### src/ebp_map.svh
/*
 * Constants for the external bus address/data port: strap bit positions,
 * widths, port size codes and the boot region index and wait count.
 * Assumes inclusion by bare name from the design files.
 */
`ifndef EBP_MAP_SVH
`define EBP_MAP_SVH

// ----------------------------------------------------------------------
// Reset strap positions on the low data byte
// ----------------------------------------------------------------------
`define EBP_STRAP_AUTO_ACK     7
`define EBP_STRAP_WIDTH_HI     6
`define EBP_STRAP_WIDTH_LO     5
`define EBP_STRAP_UPPER_ADDR   4
`define EBP_STRAP_PLL_HI       3
`define EBP_STRAP_PLL_LO       2
`define EBP_STRAP_DIV_HI       1
`define EBP_STRAP_DIV_LO       0

// ----------------------------------------------------------------------
// Bus geometry and codes
// ----------------------------------------------------------------------
`define EBP_ADDR_W             32
`define EBP_DATA_W             32
`define EBP_UPPER_W            8
`define EBP_IACK_HI            4
`define EBP_IACK_LO            2
`define EBP_PORT_32            2'h0
`define EBP_PORT_8             2'h1
`define EBP_PORT_16            2'h2
`define EBP_REGIONS            10
`define EBP_WAIT_W             4
`define EBP_PAR_RESET          8'hFF
`define EBP_BOOT_IDX           4'h0
`define EBP_BOOT_WAITS         4'hF

`endif

### src/ebp_pkg.sv
/*
 * Types shared by the external bus address/data port.
 * Assumes nothing of its surroundings.
 */
package ebp_pkg;
    typedef enum logic [1:0] {
        EBP_SZ_LONG,
        EBP_SZ_BYTE,
        EBP_SZ_WORD,
        EBP_SZ_LINE
    } ebp_size_t;

    typedef enum logic [1:0] {
        EBP_KIND_NORMAL,
        EBP_KIND_DRAM,
        EBP_KIND_IACK
    } ebp_kind_t;

    typedef struct packed {
        logic [1:0] width;
        logic [3:0] waits;
        logic       auto_ack;
        logic       burst_ok;
    } ebp_region_cfg_t;
endpackage

### src/ebp_cfg_if.sv
/*
 * Carrier between the port top and its region configuration table.
 * Assumes a single clock shared by both modules.
 */
interface ebp_cfg_if;
    logic                     wr_en;
    logic [3:0]               wr_idx;
    ebp_pkg::ebp_region_cfg_t wr_cfg;
    logic [3:0]               rd_idx;
    ebp_pkg::ebp_region_cfg_t rd_cfg;

    modport table_side (
        input  wr_en, wr_idx, wr_cfg, rd_idx,
        output rd_cfg
    );
    modport user_side (
        output wr_en, wr_idx, wr_cfg, rd_idx,
        input  rd_cfg
    );
endinterface

### src/ebp_port.sv
/*
 * External bus address and data port: drives the address pins with
 * address, DRAM row/column or interrupt level, muxes the top address byte
 * with gpio_pins, moves data on the bidirectional data bus and captures
 * reset straps from the low data byte.
 * Assumes the core issues one request at a time and holds it until
 * done_o; bus_clock_out is the clock itself, so rising edges are clock_i.
 */
`include "ebp_map.svh"

module ebp_port #(
    parameter int REGIONS = `EBP_REGIONS
) (
    input  wire logic                   clock_i,
    input  wire logic                   rst_n_i,
    input  wire logic                   clk_en_i,
    input  wire logic                   req_i,
    input  wire logic                   write_i,
    input  wire ebp_pkg::ebp_kind_t     kind_i,
    input  wire ebp_pkg::ebp_size_t     size_i,
    input  wire logic [31:0]            addr_i,
    input  wire logic [31:0]            wdata_i,
    input  wire logic [31:0]            dram_col_i,
    input  wire logic [2:0]             iack_level_i,
    input  wire logic                   region_hit_i,
    input  wire logic [3:0]             region_idx_i,
    input  wire logic                   cfg_wr_i,
    input  wire logic [3:0]             cfg_idx_i,
    input  wire ebp_pkg::ebp_region_cfg_t cfg_data_i,
    input  wire logic                   ext_ack_i,
    input  wire logic                   bus_granted_i,
    input  wire logic [7:0]             pin_assign_reg_i,
    input  wire logic [7:0]             gpio_out_i,
    input  wire logic [7:0]             gpio_oe_i,
    input  wire logic [7:0]             upper_pin_i,
    input  wire logic [31:0]            data_pin_i,
    output logic [23:0]                 addr_lo_o,
    output logic                        addr_lo_oe_o,
    output logic [7:0]                  upper_pin_o,
    output logic [7:0]                  upper_pin_oe_o,
    output logic [7:0]                  gpio_in_o,
    output logic [31:0]                 data_pin_o,
    output logic                        data_pin_oe_o,
    output logic                        transfer_start_n_o,
    output logic                        addr_strobe_n_o,
    output logic [31:0]                 rdata_o,
    output logic                        done_o,
    output logic                        busy_o,
    output ebp_pkg::ebp_region_cfg_t    active_cfg_o,
    output logic                        auto_ack_strap_o,
    output logic [1:0]                  boot_width_strap_o,
    output logic                        upper_addr_strap_o,
    output logic [1:0]                  pll_multiplier_sel_o,
    output logic [1:0]                  clock_divide_sel_o
);
    typedef enum logic [2:0] {
        ST_IDLE,
        ST_CFG,
        ST_START,
        ST_WAIT,
        ST_COL
    } ebp_state_t;

    ebp_state_t               state_reg;
    ebp_state_t               state_next;
    logic [31:0]              addr_reg;
    logic [31:0]              wdata_reg;
    logic [31:0]              col_reg;
    logic [31:0]              rdata_reg;
    logic                     write_reg;
    logic                     hit_reg;
    ebp_pkg::ebp_kind_t       kind_reg;
    logic [`EBP_WAIT_W-1:0]   wait_reg;
    logic                     strap_done_reg;
    logic [7:0]               strap_reg;
    logic                     as_fall_reg;
    logic                     addr_phase;
    logic                     acked;
    logic [31:0]              bus_addr;
    ebp_pkg::ebp_region_cfg_t cur_cfg;
    ebp_pkg::ebp_region_cfg_t dflt_cfg;
    ebp_pkg::ebp_region_cfg_t boot_cfg;

    ebp_cfg_if cfg_bus ();

    // ------------------------------------------------------------------
    // Region table and strap-derived boot entry
    // ------------------------------------------------------------------
    // Entry 0 is loaded from the straps at release, then by software
    assign cfg_bus.wr_en  = cfg_wr_i || !strap_done_reg;
    assign cfg_bus.wr_idx = strap_done_reg ? cfg_idx_i : `EBP_BOOT_IDX;
    assign cfg_bus.wr_cfg = strap_done_reg ? cfg_data_i : boot_cfg;
    assign boot_cfg       = '{
        width:    data_pin_i[`EBP_STRAP_WIDTH_HI:`EBP_STRAP_WIDTH_LO],
        waits:    `EBP_BOOT_WAITS,
        auto_ack: data_pin_i[`EBP_STRAP_AUTO_ACK],
        burst_ok: 1'b0};
    assign cfg_bus.rd_idx = region_idx_i;

    ebp_cfg_table #(.REGIONS(REGIONS)) ebp_cfg_table_i (
        .clock_i  (clock_i),
        .rst_n_i  (rst_n_i),
        .clk_en_i (clk_en_i),
        .cfg      (cfg_bus.table_side)
    );

    // Default for unmatched addresses: 32-bit, external ack, no burst
    assign dflt_cfg = '{width: `EBP_PORT_32, waits: 4'h0,
                        auto_ack: 1'b0, burst_ok: 1'b0};
    // Boot region (index 0) comes from straps until software rewrites it
    assign cur_cfg  = !hit_reg ? dflt_cfg : cfg_bus.rd_cfg;
    assign active_cfg_o = cur_cfg;

    // ------------------------------------------------------------------
    // Strap capture once after reset release
    // ------------------------------------------------------------------
    always_ff @(posedge clock_i or negedge rst_n_i) begin
        if (!rst_n_i) begin
            strap_done_reg <= 1'b0;
            strap_reg      <= 8'h00;
        end else if (clk_en_i && !strap_done_reg) begin
            strap_done_reg <= 1'b1;
            strap_reg      <= data_pin_i[7:0];
        end
    end

    assign auto_ack_strap_o     = strap_reg[`EBP_STRAP_AUTO_ACK];
    assign boot_width_strap_o   =
        strap_reg[`EBP_STRAP_WIDTH_HI:`EBP_STRAP_WIDTH_LO];
    assign upper_addr_strap_o   = strap_reg[`EBP_STRAP_UPPER_ADDR];
    assign pll_multiplier_sel_o =
        strap_reg[`EBP_STRAP_PLL_HI:`EBP_STRAP_PLL_LO];
    assign clock_divide_sel_o   =
        strap_reg[`EBP_STRAP_DIV_HI:`EBP_STRAP_DIV_LO];

    // ------------------------------------------------------------------
    // Transfer sequencer
    // ------------------------------------------------------------------
    assign acked = cur_cfg.auto_ack ? (wait_reg == '0) : ext_ack_i;

    always_comb begin
        state_next = state_reg;
        unique case (state_reg)
            ST_IDLE:  if (req_i && strap_done_reg && bus_granted_i)
                          state_next = ST_CFG;
            ST_CFG:   state_next = ST_START;
            ST_START: state_next = ST_WAIT;
            ST_WAIT:  if (acked)
                          state_next = (kind_reg == ebp_pkg::EBP_KIND_DRAM
                                        && addr_reg != col_reg)
                                       ? ST_COL : ST_IDLE;
            ST_COL:   state_next = ST_START;
        endcase
    end

    // Request capture, wait count and read sampling on rising edge
    always_ff @(posedge clock_i or negedge rst_n_i) begin
        if (!rst_n_i) begin
            state_reg <= ST_IDLE;
            addr_reg  <= '0;
            wdata_reg <= '0;
            col_reg   <= '0;
            rdata_reg <= '0;
            write_reg <= 1'b0;
            hit_reg   <= 1'b0;
            kind_reg  <= ebp_pkg::EBP_KIND_NORMAL;
            wait_reg  <= '0;
        end else if (clk_en_i) begin
            state_reg <= state_next;
            if (state_reg == ST_IDLE && state_next == ST_CFG) begin
                addr_reg  <= (kind_i == ebp_pkg::EBP_KIND_IACK)
                    ? {addr_i[31:5], iack_level_i, addr_i[1:0]}
                    : addr_i;
                col_reg   <= (kind_i == ebp_pkg::EBP_KIND_DRAM)
                    ? dram_col_i : addr_i;
                wdata_reg <= wdata_i;
                write_reg <= write_i;
                kind_reg  <= kind_i;
                hit_reg   <= region_hit_i;
            end
            if (state_reg == ST_START)
                wait_reg <= cur_cfg.waits;
            else if (state_reg == ST_WAIT && wait_reg != '0)
                wait_reg <= wait_reg - 1'b1;
            if (state_reg == ST_WAIT && acked && !write_reg)
                rdata_reg <= data_pin_i;
            if (state_reg == ST_COL)
                addr_reg <= col_reg;
        end
    end

    // addr_strobe moves on falling edges while the address phase stands
    assign addr_phase = (state_reg == ST_START) || (state_reg == ST_WAIT);

    always_ff @(negedge clock_i or negedge rst_n_i) begin
        if (!rst_n_i) begin
            as_fall_reg <= 1'b0;
        end else if (clk_en_i) begin
            as_fall_reg <= addr_phase;
        end
    end

    // ------------------------------------------------------------------
    // Pin drive
    // ------------------------------------------------------------------
    assign bus_addr           = addr_reg;
    assign transfer_start_n_o = !(state_reg == ST_START);
    assign addr_strobe_n_o    = !as_fall_reg;
    assign addr_lo_o          = bus_addr[23:0];
    assign addr_lo_oe_o       = bus_granted_i;

    // Each top pin picks address or gpio independently
    genvar g;
    generate
        for (g = 0; g < `EBP_UPPER_W; g++) begin : g_upper
            assign upper_pin_o[g]    = pin_assign_reg_i[g]
                ? bus_addr[24+g] : gpio_out_i[g];
            assign upper_pin_oe_o[g] = pin_assign_reg_i[g]
                ? bus_granted_i : gpio_oe_i[g];
            assign gpio_in_o[g]      = pin_assign_reg_i[g]
                ? 1'b0 : upper_pin_i[g];
        end
    endgenerate

    assign data_pin_o    = wdata_reg;
    assign data_pin_oe_o = write_reg && addr_phase;
    assign rdata_o       = rdata_reg;
    assign done_o        = (state_reg == ST_WAIT) && acked
                           && (state_next == ST_IDLE);
    assign busy_o        = (state_reg != ST_IDLE);

    // ------------------------------------------------------------------
    // Checks
    // ------------------------------------------------------------------
    ts_one_clock_a: assert property (
        @(posedge clock_i) disable iff (!rst_n_i)
        (clk_en_i && !transfer_start_n_o) |=> transfer_start_n_o)
        else $error("transfer_start longer than one clock");

    ts_addr_valid_a: assert property (
        @(posedge clock_i) disable iff (!rst_n_i)
        !transfer_start_n_o |-> addr_lo_oe_o ##1 $stable(addr_lo_o))
        else $error("lower address not valid at start");

    iack_level_a: assert property (
        @(posedge clock_i) disable iff (!rst_n_i)
        (!transfer_start_n_o && kind_reg == ebp_pkg::EBP_KIND_IACK)
        |-> addr_lo_o[4:2] == $past(iack_level_i, 2))
        else $error("interrupt level missing on address");

    pin_select_a: assert property (
        @(posedge clock_i) disable iff (!rst_n_i)
        pin_assign_reg_i == 8'hFF |-> upper_pin_o == addr_reg[31:24])
        else $error("top address byte not on pins");

    write_drive_a: assert property (
        @(posedge clock_i) disable iff (!rst_n_i)
        (write_reg && state_reg == ST_WAIT) |-> data_pin_oe_o
        && data_pin_o == wdata_reg)
        else $error("write data not fully driven");

    strap_hold_a: assert property (
        @(posedge clock_i) disable iff (!rst_n_i)
        $past(strap_done_reg) |-> $stable(strap_reg))
        else $error("strap values changed after capture");

    dflt_cfg_a: assert property (
        @(posedge clock_i) disable iff (!rst_n_i)
        (busy_o && !hit_reg) |-> active_cfg_o.width == `EBP_PORT_32
        && !active_cfg_o.auto_ack && !active_cfg_o.burst_ok)
        else $error("default region config wrong");

    read_sample_a: assert property (
        @(posedge clock_i) disable iff (!rst_n_i)
        (clk_en_i && done_o && !write_reg) |=> rdata_o == $past(data_pin_i))
        else $error("read data not sampled");
endmodule

### src/ebp_cfg_table.sv
/*
 * Region configuration memory: width, wait states and termination for
 * every chip select region and DRAM bank; read data are registered.
 * Assumes writes and reads come from the port top on the same clock.
 */
`include "ebp_map.svh"

module ebp_cfg_table #(
    parameter int REGIONS = `EBP_REGIONS
) (
    input  wire logic     clock_i,
    input  wire logic     rst_n_i,
    input  wire logic     clk_en_i,
    ebp_cfg_if.table_side cfg
);
    ebp_pkg::ebp_region_cfg_t mem_reg [REGIONS];
    ebp_pkg::ebp_region_cfg_t rd_reg;

    // ------------------------------------------------------------------
    // Storage and registered read
    // ------------------------------------------------------------------
    always_ff @(posedge clock_i or negedge rst_n_i) begin
        if (!rst_n_i) begin
            rd_reg <= '0;
        end else if (clk_en_i) begin
            rd_reg <= mem_reg[cfg.rd_idx];
        end
    end

    // Per-region entries written whole and independently
    always_ff @(posedge clock_i) begin
        if (clk_en_i && cfg.wr_en && cfg.wr_idx < REGIONS) begin
            mem_reg[cfg.wr_idx] <= cfg.wr_cfg;
        end
    end

    assign cfg.rd_cfg = rd_reg;
endmodule

### config.mk
export PLATFORM = sky130hd
export DESIGN_NAME = ebp_port
export DESIGN_NICKNAME = d
export VERILOG_FILES = /design/src/ebp_pkg.sv /design/src/ebp_cfg_if.sv /design/src/ebp_port.sv /design/src/ebp_cfg_table.sv
export VERILOG_INCLUDE_DIRS = /design/src /design/src/src
export SDC_FILE = /design/constraint.sdc
export NUM_CORES = 1
export LEC_CHECK = 0
export ABC_CLOCK_PERIOD_IN_PS = 3500
export BUFFER_PORTS_ARGS = -buffer_cell sky130_fd_sc_hd__buf_4
export CORE_ASPECT_RATIO = 0.6
export CORE_MARGIN = 2
export CORE_UTILIZATION = 50
export DETAILED_ROUTE_END_ITERATION = 8
export GPL_ROUTABILITY_DRIVEN = 1
export PLACE_DENSITY_LB_ADDON = 0.1
export SETUP_SLACK_MARGIN = 0.4
export SYNTH_ARGS = -nofsm -noshare
export SYNTH_HDL_FRONTEND = slang
export SYNTH_SLANG_ARGS = --single-unit
### constraint.sdc
create_clock -name clock_i -period 3.5 [get_ports clock_i]
set_input_delay 0.175 -clock clock_i [delete_from_list [all_inputs] [get_ports clock_i]]
set_output_delay 0.175 -clock clock_i [all_outputs]
set_load 0.005 [all_outputs]
**Word level (Yosys, flattened, before mapping)**

Memory sizes are Yosys's and may differ from the RTL's. A register that Yosys moved wholly into a read port is not among the register bits.
Cells that the tools add are included.

- Add/subtract/negate cells: 1
- Order comparisons: 1
- Equality and inequality tests: 9
- Multiplexer cells: 40
- Reductions and logical operators: 31

Operators with widths:

| cell | count |
|---|---|
| two-way mux 32 bit | 3 |
| inequality test 32 bit | 1 |
| two-way mux 1 bit | 27 |
| two-way mux 8 bit | 2 |
| logical AND 1 bit | 12 |
| two-way mux 4 bit | 3 |
| case mux 3 bit (4 select lines) | 1 |
| two-way mux 3 bit | 3 |
| AND reduction 2 bit | 4 |
| equality test 3 x 1 -> 1 bit, second input constant | 2 |
| equality test 3 x 2 -> 1 bit, second input constant | 2 |
| zero test 3 bit | 2 |
| zero test 1 bit | 5 |
| two-way mux 5 bit | 1 |
| equality test 2 x 1 -> 1 bit, second input constant | 2 |
| zero test 4 bit | 1 |
| < comparator 4 bit, second input constant | 1 |
| nonzero test 2 bit | 2 |
| nonzero test 4 bit | 1 |
| subtractor 4 x 1 -> 4 bit, second input constant | 1 |
| equality test 3 bit, second input constant | 1 |
| nonzero test 3 bit | 1 |
| equality test 2 bit, second input constant | 1 |
| logical OR 1 bit | 2 |
| OR reduction 2 bit | 1 |

- Bits in registers: 149
- RAM bits: 80
- Input bits: 192
- Output and inout port bits: 134
- Memories: 1

Memory list:

| memory | depth | bits a word | read ports | clocked after Yosys merged registers in | wr ports | RTL line | source |
|---|---|---|---|---|---|---|---|
| ebp_cfg_table_i.mem_reg | 10 | 8 | 1 | 1 | 1 | ebp_cfg_table.sv:16 | `ebp_pkg::ebp_region_cfg_t mem_reg [REGIONS];` |

**Logic depth before layout (Yosys ltp)**

- Depth after elaboration: 9
- Depth in mapped cells: 8
- Gate-level depth less buffers: 7

**By module**

Synthesis repeated with hierarchy kept, for this count alone.

- Cells, all modules: 844
- Area, all modules: 10,782.8 um2

Modules (own cells, without submodules):

| module | times used | cells each | area an instance (um2) |
|---|---|---|---|
| ebp_port | 1 | 634 | 7,292.0 |
| ebp_cfg_table | 1 | 210 | 3,490.8 |

==> flow_summary_export.csv <==
group,metric,value,unit
timing,hold_viol_final,0,
critical_path,worstRegToRegCells,2,
synth,synth_top_family_by_area,"multiplexers",
timing,tns,0,ns
drt,ant_nets,0,
global_route,overflow,0,
global_route,grt_pass1_wl,46500,µm
timing,skew,0.0164,ns
drt,dr.first_iter.drc_count,509,
synth,synth-seq-area-share,59.5,%
synth,synthArstFlopShare,66.2,%
global_route,grt_start_max_net_pins,65,
clock_network,clk_latency,0.51,ns
global_route,grtUsageTotal,27.5,%
critical_path,cpLargestDelayFamily,"flip-flops",
global_route,antenna_found_initial,0,
floorplan,die-area,22500,µm²
run,max_cap_viol_count,0,
synth,synthSimpleGateAreaFrac,7.14,%
placement,io_buffers,323,
power_and_ir_drop,max-vdd-ir-drop,0.000582,V
finish,n_antenna_cell,0,
critical_path,crit-reg2reg-launch,"state_reg[1]$_DFFE_PN0P_",
synth,synthTopCellsByArea,"dfrtp_1 37%, edfxtp_1 23%, mux2_2 11%",
finish,area_delta_synth_final,43.9,%
clock_network,clock_sinks,237,
synth,synth_edf_count,80,
critical_path,path_depth,2,
clock_network,clk_path_buf_depth,3,
synth,synth_mux_area_share,21.2,%
global_route,grt_pass1_vias,8142,
drt,vias,8002,
critical_path,reg2reg_setup_slack,0.82,ns
critical_path,crit_type,"flip-flop to output port",
hold_path,whs_path_depth,3,
finish,layout-drive-gt1-share,39.8,%
clock_network,cts_max_level,1,
critical_path,start_kind,"flip-flop",
hold_path,hold_path.class,"input port to flip-flop",
synth,syn_area,10600,µm²
timing,worst_slew_pin_slew,0.937,ns
drt,post_drt_via_cell_ratio,5.24,
critical_path,worstSetupEndpointType,"output port",
clock_network,cts_root_buf,"clkbuf_16",
drt,drc,0,
synth,synth_top_area_share,36.7,%
power_and_ir_drop,p_per_area,665,nW/µm²
critical_path,worstPathArrival,2.83,ns
synth,synth_compound_area_share,5.43,%
hold_path,worstHoldStart,"addr_i[6]",
timing,fin_ws,0.498,ns
floorplan,io_pins,326,
finish,layout_commonest_cell,"buf_4",
synth,yosysWarnings,0,
critical_path,path_buf_inv,2,
synth,synth_cell_type_count,41,
hold_path,worstHoldEndpoint,"addr_reg[6]$_DFFE_PN0P_",
timing,drv_slew,0,
placement,gp_congestion,0.771,
floorplan,core_region_area,20900,µm²
synth,synth_xor_area_share,2.63,%
critical_path,path_cells,"inv_1, buf_4",
placement,dp_slack,0.836,ns
clock_network,cts.clk_slew.worst_paths,0.06,ns
critical_path,cpPeakStageDelay,0.38,ns
synth,ys_ff_latch,237,
critical_path,cp_max_fo,2,
outcome,outcome,"completed",
floorplan,die_h,117,µm
critical_path,r2r-end,"as_fall_reg$_DFFE_NN0P_",
critical_path,cp_slowest_cell,"dfrtn_1",
finish,final_cell_mix,"332 x buf_4, 156 x dfrtp_1, 138 x dlygate4sd3_1",
power_and_ir_drop,p_leak,6.61,nW
synth,syn-num-nets,995,
drt,drt_pass1_iterations,5,
finish,largest_reg_flops,80,
floorplan,start_util,50.8,%
placement,dpl.hpwl,20500,µm
finish,fin_nets,1425,
critical_path,critical_path_required,3.32,ns
synth,synth_area_per_cell,13.3,µm²
synth,synth.largest_area_cell,"dfrtp_1",
finish,fillCellCount,1375,
floorplan,die_w,192,µm
clock_network,cts_tree,"built",
synth,synth_adder_area_share,0.118,%
clock_network,cts_resized,0,
synth,synthCells,802,
timing,finalSetupViolCount,0,
floorplan,rows,41,
timing,rsz0062_at_grt,"false",
clock_network,cts_buffers,23,
synth,synth-main-ff-cell,"dfrtp_1",
drt,wl_per_cell,20.4,µm
drt,totalWireLength,31100,µm
timing,relSlewSlack,37.3,%
## tightest hold or removal path: cells and delay by family
family                 cells  cell delay (ns)
AO/OA/AOI/OAI              1             0.16
buffers and inverters      1             0.09
multiplexers               1             0.05
## synthesized netlist by cell type (3+ instances only)
library cell    n
dfrtp_1       156
mux2_2        103
edfxtp_1       80
mux2i_1        72
nor2_1         54
a21oi_1        51
nand2_1        42
o21ai_0        38
xnor2_1        32
buf_4          28
buf_2          18
nor2b_1        17
clkbuf_1       16
mux4_2         16
a211oi_1        8
and2_1          8
nand2b_1        8
nand4_1         8
inv_1           7
nand3_1         5
and3_1          4
buf_1           4
nand3b_1        3
nor3_1          3
## worst max-delay path by stage
stage | slack, ns | to | from
2_1_floorplan | 0.72 | as_fall_reg$_DFFE_NN0P_ | clk_en_i
3_3_place_gp | 0.85 | as_fall_reg$_DFFE_NN0P_ | state_reg[1]$_DFFE_PN0P_
3_5_place_dp | 0.84 | as_fall_reg$_DFFE_NN0P_ | state_reg[2]$_DFFE_PN0P_
4_1_cts | 0.48 | addr_strobe_n_o | as_fall_reg$_DFFE_NN0P_
5_1_grt | 0.44 | addr_strobe_n_o | as_fall_reg$_DFFE_NN0P_
6_report | 0.50 | addr_strobe_n_o | as_fall_reg$_DFFE_NN0P_
## cells by family (layout without fill, tap and decap cells)
| logic type | after synthesis | in the layout |
|---|---|---|
| AO/OA/AOI/OAI | 106 | 106 |
| adder cells (fa/ha/maj) | 1 | 1 |
| flip-flops | 237 | 237 |
| buffers and inverters | 75 | 521 |
| AND/OR/NAND/NOR | 159 | 159 |
| multiplexers | 192 | 192 |
| XOR/XNOR | 32 | 32 |
## layout make-up
| cell class | instances | area [µm²] | share of cell area [%] |
|---|---|---|---|
| clock inverter | 11 | 110 | 0.719 |
| inverter | 7 | 26.3 | 0.172 |
| timing repair buffer | 473 | 3930 | 25.6 |
| tap | 279 | 349 | 2.28 |
| clock buffer | 30 | 653 | 4.27 |
| sequential | 237 | 6330 | 41.4 |
| multi-input combinational | 490 | 3910 | 25.6 |
## through the flow
stage	cells	cell area [µm²]	util, %	hold slack (ns)	total power (W)
floorplan	802	10600	-	-0.121	0.00590
global placement	1348	13200	62.9	0.0956	0.00737
detailed placement	1348	13200	62.9	0.0950	0.00745
global route	1527	15300	73.1	0.00939	0.0107
finish	1527	15300	73.1	0.0174	0.0102
CTS	1526	15300	73.1	0.000217	0.0101
## timing repair
| item | CTS | global route |
|---|---|---|
| endpoints found under the setup margin | 0 | 0 |
| hold buffers | 137 | 1 |
| buffers inserted | 0 | 0 |
| hold endpoints to repair | 160 | 1 |
## metal layers
layer | GRT usage (%) | vias up | share of wire, %
met5 | 0 | - | 0
met4 | 5.50 | 0 | 1.9
met3 | 6.17 | 39 | 7.7
met2 | 45.3 | 275 | 48
met1 | 38.2 | 3959 | 43
li1 | - | 3729 | -
## report_power, final
part	switching, W	internal (W)
sequential	0.000689	0.00368
combinational	0.00140	0.00187
clock	0.00107	0.00147
(Power assumes the default switching activity.)
